File: config.mk
export PLATFORM = sky130hd
export DESIGN_NAME = usbc_top
export DESIGN_NICKNAME = d
export VERILOG_FILES = /design/src/core/usbc_pkg.sv /design/src/core/usbc_rate.sv /design/src/core/usbc_top.sv
export SDC_FILE = /design/constraint.sdc
export NUM_CORES = 1
export LEC_CHECK = 0
export BUFFER_PORTS_ARGS = -buffer_cell sky130_fd_sc_hd__buf_4
export CAP_MARGIN = 15
export CORE_AREA = 2 2 151 153
export CTS_BUF_LIST = sky130_fd_sc_hd__clkbuf_4 sky130_fd_sc_hd__clkbuf_8 sky130_fd_sc_hd__clkbuf_16
export CTS_CLUSTER_SIZE = 14
export DETAILED_ROUTE_END_ITERATION = 16
export DIE_AREA = 0 0 153 155
export PLACE_DENSITY = 0.65
export SYNTH_ARGS = -nofsm -noshare
export SYNTH_HDL_FRONTEND = slang
export SYNTH_HIERARCHICAL = 1
export SYNTH_SLANG_ARGS = --single-unit
File: constraint.sdc
create_clock -name CLOCK -period 5.4 [get_ports CLOCK]
set_input_delay 1.08 -clock CLOCK [delete_from_list [all_inputs] [get_ports CLOCK]]
set_output_delay 1.08 -clock CLOCK [all_outputs]
set_load 0.005 [all_outputs]
File: src/core/usbc_pkg.sv
// constants, field layouts and state types of the serial status and rate block
// assumes a single 100 MHz clock and an 8-bit register port
package usbc_pkg;
   // register offsets
   localparam logic [7:0] OFS_CSR = 8'hc0;
   localparam logic [7:0] OFS_DBUF = 8'hc1;
   localparam logic [7:0] OFS_MANT = 8'hc2;
   localparam logic [7:0] OFS_UCR = 8'hc4;
   localparam logic [7:0] OFS_GCR = 8'hc5;
   localparam logic [7:0] OFS_IST = 8'hc6;
   localparam logic [7:0] OFS_IMSK = 8'hc7;
   // serial_control_status bit positions
   localparam int CSR_RXEN = 6;
   localparam int CSR_SLAVE = 5;
   localparam int CSR_FRAME = 4;
   localparam int CSR_PERR = 3;
   localparam int CSR_RXB = 2;
   localparam int CSR_TXB = 1;
   localparam int CSR_MODE = 7;
   // uart control bit positions
   localparam int UCR_FLUSH = 7;
   localparam int UCR_D9 = 5;
   localparam int UCR_BIT9 = 4;
   localparam int UCR_PAR = 3;
   localparam int UCR_SPB = 2;
   localparam int UCR_STOP = 1;
   localparam int UCR_START = 0;
   // interrupt status and mask bit positions
   localparam int IRQ_RX = 0;
   localparam int IRQ_TX = 1;
   localparam int IRQ_FRAME = 2;
   localparam int IRQ_PE = 3;
   localparam int IRQ_W = 4;
   // reset values
   localparam logic [7:0] MANT_RST = 8'h00;
   localparam logic [6:0] UCR_RST = 7'h02;
   // timing: 8 rate ticks per bit, uart sample and spi clock rise mid-bit
   localparam logic [2:0] SUB_LAST = 3'h7;
   localparam logic [2:0] SUB_MID = 3'h3;
   localparam logic [3:0] LAST8 = 4'h7;
   localparam logic [3:0] LAST9 = 4'h8;
   localparam int RATE_ACC_W = 25;
   localparam int RATE_INC_W = 41;

   typedef struct packed {
      logic [7:0] addr;
      logic [7:0] wdata;
      logic wr;
      logic rd;
   } usbc_req_t;

   typedef enum logic [1:0] {TX_IDLE, TX_START, TX_DATA, TX_STOP} usbc_tx_t;
   typedef enum logic [1:0] {RX_IDLE, RX_START, RX_DATA, RX_STOP} usbc_rx_t;

   typedef struct packed {
      logic [RATE_ACC_W-1:0] acc;
      logic tick;
   } usbc_rate_t;

   typedef struct packed {
      logic [7:0] mant;
      logic [4:0] expo;
      logic [6:0] ucr;
      logic mode, rx_en, slave, frame_err, perr, rxb, txb, active;
      logic [7:0] rxbuf, txbuf;
      logic tx_pend;
      logic [IRQ_W-1:0] ist, imsk;
      logic [7:0] rdata;
      logic irq;
      usbc_tx_t tx_st;
      logic [8:0] tx_sh;
      logic [3:0] tx_cnt;
      logic [2:0] tx_sub;
      logic txd, sck, sck_oe;
      usbc_rx_t rx_st;
      logic [8:0] rx_sh;
      logic [3:0] rx_cnt;
      logic [2:0] rx_sub;
      logic sck_q;
      logic [3:0] sl_cnt;
      logic [7:0] sl_sh, sl_tx;
   } usbc_state_t;

   localparam usbc_state_t ST_RST = '{ucr: UCR_RST, txd: 1'b1, tx_st: TX_IDLE,
      rx_st: RX_IDLE, mant: MANT_RST, default: '0};
endpackage : usbc_pkg

File: src/core/usbc_rate.sv
// fractional rate divider: one-cycle tick at eight times the bit rate
// assumes mantissa and exponent come from registers in the same clock
`timescale 1ns/1ns
`default_nettype none
module usbc_rate (
   input wire logic clk, // system clock
   input wire logic rst, // async reset, high
   input wire logic clear, // restart phase
   input wire logic [7:0] mant, // rate mantissa
   input wire logic [4:0] expo, // rate exponent
   output logic tick // oversample enable
);
   import usbc_pkg::*;
   usbc_rate_t s_r, s_nxt;
   logic [RATE_INC_W-1:0] inc, sum;

   // tick rate = (256 + mant) * 2^expo / 2^25 of the clock; saturates at every cycle
   always_comb begin
      inc = RATE_INC_W'({1'b1, mant}) << expo;
      sum = inc + RATE_INC_W'(s_r.acc);
      s_nxt = s_r;
      s_nxt.tick = |sum[RATE_INC_W-1:RATE_ACC_W];
      s_nxt.acc = sum[RATE_ACC_W-1:0];
      if (clear) begin
         s_nxt = '0;
      end
   end

   always_ff @(posedge clk or posedge rst) begin
      if (rst) begin
         s_r <= '0;
      end else begin
         s_r <= s_nxt;
      end
   end

   assign tick = s_r.tick;
endmodule : usbc_rate
`default_nettype wire

File: src/core/usbc_top.sv
// serial unit: uart or spi master/slave with status, rate and interrupt registers
// assumes synchronous pins and a master that never overlaps strobes
`timescale 1ns/1ns
`default_nettype none
module usbc_top (
   input wire logic CLOCK, // 100 MHz system clock
   input wire logic RST, // async reset, high
   input wire usbc_pkg::usbc_req_t BUS, // register request
   output logic [7:0] RDATA, // read data, cycle after strobe
   output logic IRQ, // level interrupt
   input wire logic RXD, // uart rx, spi master in / slave in
   output logic TXD, // uart tx, spi master out / slave out
   input wire logic SCK_LINE, // spi clock level seen on pin
   output logic SCK_DRIVE, // spi clock level driven
   output logic SCK_OE, // spi clock driven (master)
   input wire logic SS_N // spi slave select, low active
);
   import usbc_pkg::*;
   usbc_state_t s_r, n;
   logic tick, flush, wcsr, rcsr, rdbuf;
   logic [IRQ_W-1:0] ev;
   logic [3:0] last;
   logic [7:0] rx_byte, csr_val;
   logic tx_ninth, rx_par_ok;

   assign flush = BUS.wr && BUS.addr == OFS_UCR && BUS.wdata[UCR_FLUSH];
   assign wcsr = BUS.wr && BUS.addr == OFS_CSR;
   assign rcsr = BUS.rd && BUS.addr == OFS_CSR;
   assign rdbuf = BUS.rd && BUS.addr == OFS_DBUF;
   assign last = s_r.ucr[UCR_BIT9] ? LAST9 : LAST8;
   assign rx_byte = s_r.ucr[UCR_BIT9] ? s_r.rx_sh[7:0] : s_r.rx_sh[8:1];
   // even parity when d9 is set, odd when clear; without parity d9 is sent raw
   assign tx_ninth = s_r.ucr[UCR_PAR] ? (s_r.ucr[UCR_D9] ? ^s_r.txbuf : ~^s_r.txbuf)
      : s_r.ucr[UCR_D9];
   assign rx_par_ok = s_r.rx_sh[8] == (s_r.ucr[UCR_D9] ? ^rx_byte : ~^rx_byte);
   assign csr_val = {s_r.mode, s_r.rx_en, s_r.slave, s_r.frame_err, s_r.perr,
      s_r.rxb, s_r.txb, s_r.active};

   usbc_rate u_rate (
      .clk(CLOCK),
      .rst(RST),
      .clear(flush),
      .mant(s_r.mant),
      .expo(s_r.expo),
      .tick(tick)
   );

   always_comb begin
      n = s_r;
      ev = '0;
      n.rdata = 8'h00;
      n.sck_q = SCK_LINE;
      n.sck_oe = !s_r.mode && !s_r.slave;
      // register reads; a status read clears the error flags, a data read clears rxb, the data goes out first
      if (BUS.rd) begin
         if (BUS.addr == OFS_CSR) begin
            n.rdata = csr_val;
            n.frame_err = 1'b0;
            n.perr = 1'b0;
         end else if (BUS.addr == OFS_DBUF) begin
            n.rdata = s_r.rxbuf;
            n.rxb = 1'b0;
         end else if (BUS.addr == OFS_MANT) begin
            n.rdata = s_r.mant;
         end else if (BUS.addr == OFS_UCR) begin
            n.rdata = {1'b0, s_r.ucr};
         end else if (BUS.addr == OFS_GCR) begin
            n.rdata = {3'h0, s_r.expo};
         end else if (BUS.addr == OFS_IST) begin
            n.rdata = {4'h0, s_r.ist};
         end else if (BUS.addr == OFS_IMSK) begin
            n.rdata = {4'h0, s_r.imsk};
         end
      end
      if (BUS.wr) begin
         if (BUS.addr == OFS_CSR) begin
            n.mode = BUS.wdata[CSR_MODE];
            n.rx_en = BUS.wdata[CSR_RXEN];
            n.slave = BUS.wdata[CSR_SLAVE];
            n.frame_err = s_r.frame_err & BUS.wdata[CSR_FRAME];
            n.perr = s_r.perr & BUS.wdata[CSR_PERR];
            n.rxb = s_r.rxb & BUS.wdata[CSR_RXB];
            n.txb = s_r.txb & BUS.wdata[CSR_TXB];
         end else if (BUS.addr == OFS_DBUF) begin
            n.txbuf = BUS.wdata;
            n.tx_pend = 1'b1;
         end else if (BUS.addr == OFS_MANT) begin
            n.mant = BUS.wdata;
         end else if (BUS.addr == OFS_UCR) begin
            n.ucr = BUS.wdata[6:0];
         end else if (BUS.addr == OFS_GCR) begin
            n.expo = BUS.wdata[4:0];
         end else if (BUS.addr == OFS_IST) begin
            n.ist = s_r.ist & ~BUS.wdata[IRQ_W-1:0];
         end else if (BUS.addr == OFS_IMSK) begin
            n.imsk = BUS.wdata[IRQ_W-1:0];
         end
      end
      // transmitter: uart frame or spi master byte, one bit per eight ticks
      case (s_r.tx_st)
         TX_IDLE: begin
            n.sck = 1'b0;
            if (s_r.mode) begin
               n.txd = !s_r.ucr[UCR_START];
            end
            if (s_r.tx_pend && s_r.mode) begin
               n.tx_pend = 1'b0;
               n.tx_sh = {tx_ninth, s_r.txbuf};
               n.tx_sub = 3'h0;
               n.txd = s_r.ucr[UCR_START];
               n.tx_st = TX_START;
            end else if (s_r.tx_pend && !s_r.slave) begin
               n.tx_pend = 1'b0;
               n.tx_sh = {1'b0, s_r.txbuf};
               n.tx_sub = 3'h0;
               n.tx_cnt = 4'h0;
               n.txd = s_r.txbuf[7];
               n.tx_st = TX_DATA;
            end
         end
         TX_START: begin
            if (tick) begin
               n.tx_sub = s_r.tx_sub + 3'h1;
               if (s_r.tx_sub == SUB_LAST) begin
                  n.tx_cnt = 4'h0;
                  n.txd = s_r.tx_sh[0];
                  n.tx_st = TX_DATA;
               end
            end
         end
         TX_DATA: begin
            if (tick) begin
               n.tx_sub = s_r.tx_sub + 3'h1;
               if (s_r.mode && s_r.tx_sub == SUB_LAST) begin
                  if (s_r.tx_cnt == last) begin
                     n.tx_cnt = 4'h0;
                     n.txd = s_r.ucr[UCR_STOP];
                     n.tx_st = TX_STOP;
                  end else begin
                     n.tx_cnt = s_r.tx_cnt + 4'h1;
                     n.tx_sh = {1'b0, s_r.tx_sh[8:1]};
                     n.txd = s_r.tx_sh[1];
                  end
               end else if (!s_r.mode && s_r.tx_sub == SUB_MID) begin
                  n.sck = 1'b1;
                  n.tx_sh = {s_r.tx_sh[7:0], RXD};
               end else if (!s_r.mode && s_r.tx_sub == SUB_LAST) begin
                  n.sck = 1'b0;
                  n.txd = s_r.tx_sh[7];
                  n.tx_cnt = s_r.tx_cnt + 4'h1;
                  if (s_r.tx_cnt == LAST8) begin
                     n.rxbuf = s_r.tx_sh[7:0];
                     ev[IRQ_TX] = 1'b1;
                     n.tx_st = TX_IDLE;
                  end
               end
            end
         end
         TX_STOP: begin
            if (tick) begin
               n.tx_sub = s_r.tx_sub + 3'h1;
               if (s_r.tx_sub == SUB_LAST) begin
                  if (s_r.ucr[UCR_SPB] && s_r.tx_cnt == 4'h0) begin
                     n.tx_cnt = 4'h1;
                  end else begin
                     ev[IRQ_TX] = 1'b1;
                     n.tx_st = TX_IDLE;
                  end
               end
            end
         end
         default: n.tx_st = TX_IDLE;
      endcase
      // uart receiver, held idle while disabled or in spi mode
      if (!(s_r.mode && s_r.rx_en)) begin
         n.rx_st = RX_IDLE;
      end else begin
         case (s_r.rx_st)
            RX_IDLE: begin
               if (RXD == s_r.ucr[UCR_START]) begin
                  n.rx_sub = 3'h0;
                  n.rx_st = RX_START;
               end
            end
            RX_START: begin
               if (tick) begin
                  n.rx_sub = s_r.rx_sub + 3'h1;
                  if (s_r.rx_sub == SUB_MID) begin
                     // a glitch shorter than half a bit is not a start
                     n.rx_sub = 3'h0;
                     n.rx_cnt = 4'h0;
                     n.rx_st = (RXD == s_r.ucr[UCR_START]) ? RX_DATA : RX_IDLE;
                  end
               end
            end
            RX_DATA: begin
               if (tick) begin
                  n.rx_sub = s_r.rx_sub + 3'h1;
                  if (s_r.rx_sub == SUB_LAST) begin
                     n.rx_sh = {RXD, s_r.rx_sh[8:1]};
                     n.rx_cnt = s_r.rx_cnt + 4'h1;
                     if (s_r.rx_cnt == last) begin
                        n.rx_st = RX_STOP;
                     end
                  end
               end
            end
            RX_STOP: begin
               if (tick) begin
                  n.rx_sub = s_r.rx_sub + 3'h1;
                  if (s_r.rx_sub == SUB_LAST) begin
                     n.rxbuf = rx_byte;
                     ev[IRQ_RX] = 1'b1;
                     ev[IRQ_FRAME] = RXD != s_r.ucr[UCR_STOP];
                     ev[IRQ_PE] = s_r.ucr[UCR_BIT9] && s_r.ucr[UCR_PAR]
                        && !rx_par_ok;
                     n.rx_st = RX_IDLE;
                  end
               end
            end
            default: n.rx_st = RX_IDLE;
         endcase
      end
      // spi slave: sample on rising clock, shift out on falling
      if (!s_r.mode && s_r.slave) begin
         n.txd = s_r.sl_tx[7];
         if (SS_N) begin
            n.sl_cnt = 4'h0;
            n.sl_tx = s_r.txbuf;
         end else if (SCK_LINE && !s_r.sck_q) begin
            n.sl_sh = {s_r.sl_sh[6:0], RXD};
            n.sl_cnt = s_r.sl_cnt + 4'h1;
            if (s_r.sl_cnt == LAST8) begin
               n.sl_cnt = 4'h0;
               n.rxbuf = {s_r.sl_sh[6:0], RXD};
               ev[IRQ_RX] = 1'b1;
            end
         end else if (!SCK_LINE && s_r.sck_q) begin
            n.sl_tx = (s_r.sl_cnt == 4'h0) ? s_r.txbuf : {s_r.sl_tx[6:0], 1'b0};
         end
      end
      // hardware sets come after software clears, so a set always wins
      if (ev[IRQ_RX]) begin
         n.rxb = 1'b1;
      end
      if (ev[IRQ_TX]) begin
         n.txb = 1'b1;
      end
      if (ev[IRQ_FRAME]) begin
         n.frame_err = 1'b1;
      end
      if (ev[IRQ_PE]) begin
         n.perr = 1'b1;
      end
      if (flush) begin
         n.tx_st = TX_IDLE;
         n.rx_st = RX_IDLE;
         n.tx_pend = 1'b0;
         n.sl_cnt = 4'h0;
         n.sck = 1'b0;
      end
      n.ist = n.ist | ev;
      n.irq = |(n.ist & n.imsk);
      if (!s_r.mode && s_r.slave) begin
         n.active = !SS_N;
      end else begin
         n.active = n.tx_st != TX_IDLE || n.rx_st != RX_IDLE;
      end
   end

   always_ff @(posedge CLOCK or posedge RST) begin
      if (RST) begin
         s_r <= ST_RST;
      end else begin
         s_r <= n;
      end
   end

   assign RDATA = s_r.rdata;
   assign IRQ = s_r.irq;
   assign TXD = s_r.txd;
   assign SCK_DRIVE = s_r.sck;
   assign SCK_OE = s_r.sck_oe;
endmodule : usbc_top
`default_nettype wire

## After elaboration in Yosys (flattened, before gate mapping)

Cells that the tools add are included.

| operators by class | value |
|---|---|
| add/subtract/negate cells | 6 |
| eq/ne operators | 53 |
| shift operators | 1 |
| mux-type cells | 143 |
| bitwise operators | 13 |
| reduce and logical (&&, ||, !) cells | 61 |

Operators with widths:

| operator | count |
|---|---|
| 8-bit two-way mux | 29 |
| 4-bit two-way mux | 19 |
| 8-bit == test, second input constant | 7 |
| 2-bit two-way mux | 25 |
| 41-bit by 25-bit adder with 41-bit output | 1 |
| 9-bit by 5-bit left shift with 41-bit output | 1 |
| 1-bit two-way mux | 40 |
| 20-bit two-way mux | 2 |
| 9-bit two-way mux | 4 |
| 15-bit two-way mux | 2 |
| 7-bit two-way mux | 4 |
| 7-bit one-hot mux with 4 select lines | 1 |
| 26-bit two-way mux | 1 |
| 3-bit inequality test, second input constant | 7 |
| 19-bit two-way mux | 1 |
| 18-bit two-way mux | 1 |
| 2-bit inequality test, second input constant | 9 |
| 9-bit one-hot mux with 2 select lines | 1 |
| 2-bit one-hot mux with 4 select lines | 2 |
| 4-bit AND reduction | 4 |
| 2-bit nonzero test | 8 |
| 16-bit OR reduction | 1 |
| 8-bit XNOR reduction | 2 |
| 8-bit XOR reduction | 2 |
| other kinds (41) | 103 |

| word-level totals | value |
|---|---|
| flip-flop bits (word level) | 148 |
| output and inout port bits | 12 |
| word-level logic and storage cells | 312 |

## Logic depth before layout (Yosys ltp)

| logic depth | value |
|---|---|
| depth in word-level cells | 15 |
| depth in mapped cells | 19 |
| gate-level depth less buffers | 16 |

## Hierarchy

Netlist, hierarchy kept.

Modules (own cells, without submodules):

| module | instances | cells each | area each (um^2) | sequential area each (um^2) |
|---|---|---|---|---|
| usbc_top | 1 | 668 | 6676.4 | 3030.4 |
| usbc_rate | 1 | 395 | 3168.0 | 650.6 |

## Worst setup path before layout

No wires, ideal clock.

| timing | value |
|---|---|
| kind | reg2reg |
| start | reg, netlist name s_r[109] |
| end | reg u_rate.s_r, in the netlist u_rate/tick |
| library setup time | 142 ps |
| data arrival time | 3475 ps |
| required time | 5258 ps |
| setup slack | 1783 ps |
| stages on the path, launching flop included | 19 |
| path through | dfrtp_1 buf_6 buf_6 mux2_2 mux2i_4 nor2_1 nor2_1 o22a_1 nor2_1 ha_1 clkbuf_1 a31oi_1 o221ai_1 and3_1 o32ai_2 nor4_4 xnor2_1 nor4_1 a41oi_1 |

RTL lines:

| item | RTL line | source |
|---|---|---|
| end signal: assignment | usbc_rate.sv:33 | `s_r <= s_nxt;` |
| end: declaration | usbc_rate.sv:14 | `usbc_rate_t s_r, s_nxt;` |

==> flow_metrics.tcl <==
set metrics [dict create \
    stdcell_area_um2 10900 \
    status "finished, final reports clean" \
    critPathLaunch "s_r[110]" \
    powerDensity_nw_per_um2 350 \
    firstDrtPassIters 5 \
    final_antenna_net_count 0 \
    grt_setup_unrepaired "no" \
    seq_area_frac_synth_pct 37.4 \
    dr.first_iter.drc_count 505 \
    die_area_um2 23700 \
    nets 1136 \
    yosysTopAreaCellShare_pct 36.9 \
    vias 7908 \
    synth_area_um2 9840 \
    setup_violations 0 \
    drcViolationCount 0 \
    ir_worst_vdd_mv 0.188 \
    clk_pin_slew_ns 0.07 \
    synth_cells 1063 \
    cp-start-kind "flip-flop" \
    clock_path_buffers 2 \
    clkSinkCount 147 \
    grt.overflow.total 0 \
    reg2reg_from "s_r[110]" \
    leakage_nw 4.71 \
    die_w_um 153 \
    rr_worst_depth 15 \
    drt-total-wl_um 25100 \
    endpoint_kind "flip-flop" \
    async_flop_share_pct 100 \
    hpwl_um 18300 \
    synth_edf_count 0 \
    crit_path_end "u_rate/tick" \
    critical_path.max_fanout 23 \
    io_pins 35 \
    hold_viol 0 \
    area_growth_pct 10.5 \
    ctsResizeCount 0 \
    placed_area_um2 10200 \
    required_ns 5.69 \
    yosys_warnings 6 \
    synthTopCellsByArea "dfrtp_1 (37%), mux2_1 (5.5%), ha_1 (5.3%)" \
    grt_use_total_pct 21.4 \
    cp_data_arrival_time_ns 4.89 \
    cts.htree.levels 4 \
    layout-drive-gt1-share_pct 13.3 \
    die_height_um 155 \
    max_freq_ghz 0.218 \
    post-cts-setup-buffer-count 0 \
    io_buffers 34 \
    slew-limit-headroom_pct 23.0 \
    fin_worst_skew_ns 0.00853 \
    drv_slew 0 \
    ctsHoldBuffers 0 \
    root_buffer "clkbuf_16" \
    synth_common_cells "dfrtp_1 (145), nand2_1 (120), nor2_1 (86)" \
    synth_cell_types 94 \
    gp_congestion 0.909 \
    yosysTopAreaCell "dfrtp_1" \
    fp-row-count 55 \
    wire_per_inst_um 18.3 \
    reg2reg_to "u_rate/tick" \
    finalCriticalPeriod_ns 4.59 \
    cap_viol_max_count 0 \
    syn_area_per_cell_um2 9.26 \
    diodes 0 \
    ys_ff_latch 147 \
    hold_class "reg -> reg" \
    initial_core_util_pct 44.3 \
    grt_pass1_vias 7712 \
    finalCritPeriodShare_pct 85.1 \
    worstSetupPathType "reg -> reg" \
    core_area_um2 22200 \
    grt_first_pass_wirelength_um 40500 \
    r2r_slack_ns 0.81 \
    antenna_found_initial 0 \
    viasPerCell 5.78 \
    tightest_slew_ns 1.15 \
    yosysMostFrequentCell "dfrtp_1" \
    synth_nets 1129 \
    cts_tree "done" \
    ys.flop_type "dfrtp_1" \
    finalSetupTns_ns 0 \
    clock_latency_ns 0.43 \
    grt_start_max_net_pins 83 \
    numCtsBuffers 17 \
]
-- worst min path at each step --
| stage | start | endpoint | slack (ns) | depth (start not counted) |
|---|---|---|---|---|
| final | s_r[14] | s_r[93] | 0.48 | 2 |
| after global placement | csr_val[4] | csr_val[4] | 0.46 | 1 |
| after CTS | s_r[14] | s_r[93] | 0.49 | 2 |
| after floorplan | csr_val[3] | csr_val[3] | 0.45 | 2 |
| after global routing | csr_val[4] | csr_val[4] | 0.51 | 1 |
| after detailed placement | s_r[14] | s_r[93] | 0.47 | 2 |
-- power breakdown --
group	switching, W	internal (W)	total (W)
registers	0.000149	0.00128	0.00143
logic	0.000695	0.000474	0.00117
clock network	0.000545	0.000666	0.00121
-- area by class of cell --
| cell class | instances | area [µm²] |
|---|---|---|
| clock buffers | 17 | 425 |
| clock inverters | 15 | 185 |
| fillers | 2127 | 11300 |
| inverters | 45 | 171 |
| multi-input cells | 816 | 5720 |
| flip-flops and latches | 147 | 3680 |
| well taps | 285 | 357 |
| repair buffers | 43 | 343 |
-- worst max-delay path, stage by stage, from the launching register on --
cell and delay, ns:
dfrtp_1 0.74, inv_1 0.40, mux2i_4 0.39, nor2_1 0.07
o21ai_0 0.34, o32ai_1 0.20, ha_1 0.36, inv_1 0.12
nor3_2 0.30, nand4_1 0.14, a211oi_1 0.39, o32ai_2 0.23
nor4_4 0.31, xnor2_1 0.10, nor4_1 0.22, a41oi_1 0.14
-- flip-flops by register name, summed over array words and instances, names as in the netlist --
name / cells
IRQ: 1
SCK_OE: 1
u_rate/s_r: 25
csr_val: 8
RDATA: 8
s_r: 101
TXD: 1
SCK_DRIVE: 1
u_rate/tick: 1
-- kinds of logic after synthesis --
logic type	count (synthesis)	share of synthesized area (%)
AO/OA/AOI/OAI	276	18.8
XOR/XNOR	39	3.61
adder cells (fa/ha/maj)	43	5.54
buffers and inverters	100	4.56
flip-flops	147	37.4
multiplexers	99	11.5
AND/OR/NAND/NOR	359	18.5
-- placed cells by master (no fill, tap or decap), types with 6 or more instances in the layout --
master,count
o211ai_1,6
and3_1,7
dfrtp_1,145
nand2_1,120
a211oi_1,13
o31ai_1,8
a21o_1,13
nor3_1,16
and2_1,9
inv_1,39
xor2_1,8
o21ai_0,42
nor2b_1,21
mux2i_1,24
o21bai_1,10
nand2b_1,20
xnor2_1,30
nand4_1,6
a21oi_1,67
clkbuf_16,17
mux2_1,48
nor4_1,7
o21ai_1,34
o22ai_1,13
a31oi_1,12
nand3_1,22
nor2_1,86
ha_1,42
buf_4,42
mux2_2,22
-- stage by stage --
| stage | instances | power, W | hold WS, ns | setup slack [ns] | util (%) |
|---|---|---|---|---|---|
| 5_1_grt | 1368 | 0.00403 | 0.514 | 0.563 | 49.0 |
| 3_3_place_gp | 1335 | 0.00259 | 0.462 | 0.998 | 46.1 |
| 3_5_place_dp | 1335 | 0.00261 | 0.470 | 0.935 | 46.1 |
| 2_1_floorplan | 1063 | 0.00231 | 0.446 | 1.11 | - |
| 4_1_cts | 1367 | 0.00384 | 0.487 | 0.934 | 48.8 |
| 6_report | 1368 | 0.00381 | 0.485 | 0.805 | 49.0 |
-- layer usage --
layer | share of wire, % | vias up | GRT usage [%] | wire length (µm)
li1 | - | 3844 | - | -
met1 | 44 | 3849 | 27.0 | 11000
met2 | 49 | 174 | 36.6 | 12400
met3 | 3.8 | 41 | 3.90 | 949
met4 | 2.9 | 0 | 8.47 | 736
met5 | 0 | - | 0 | 0
Power figures use the tool's default switching activity.
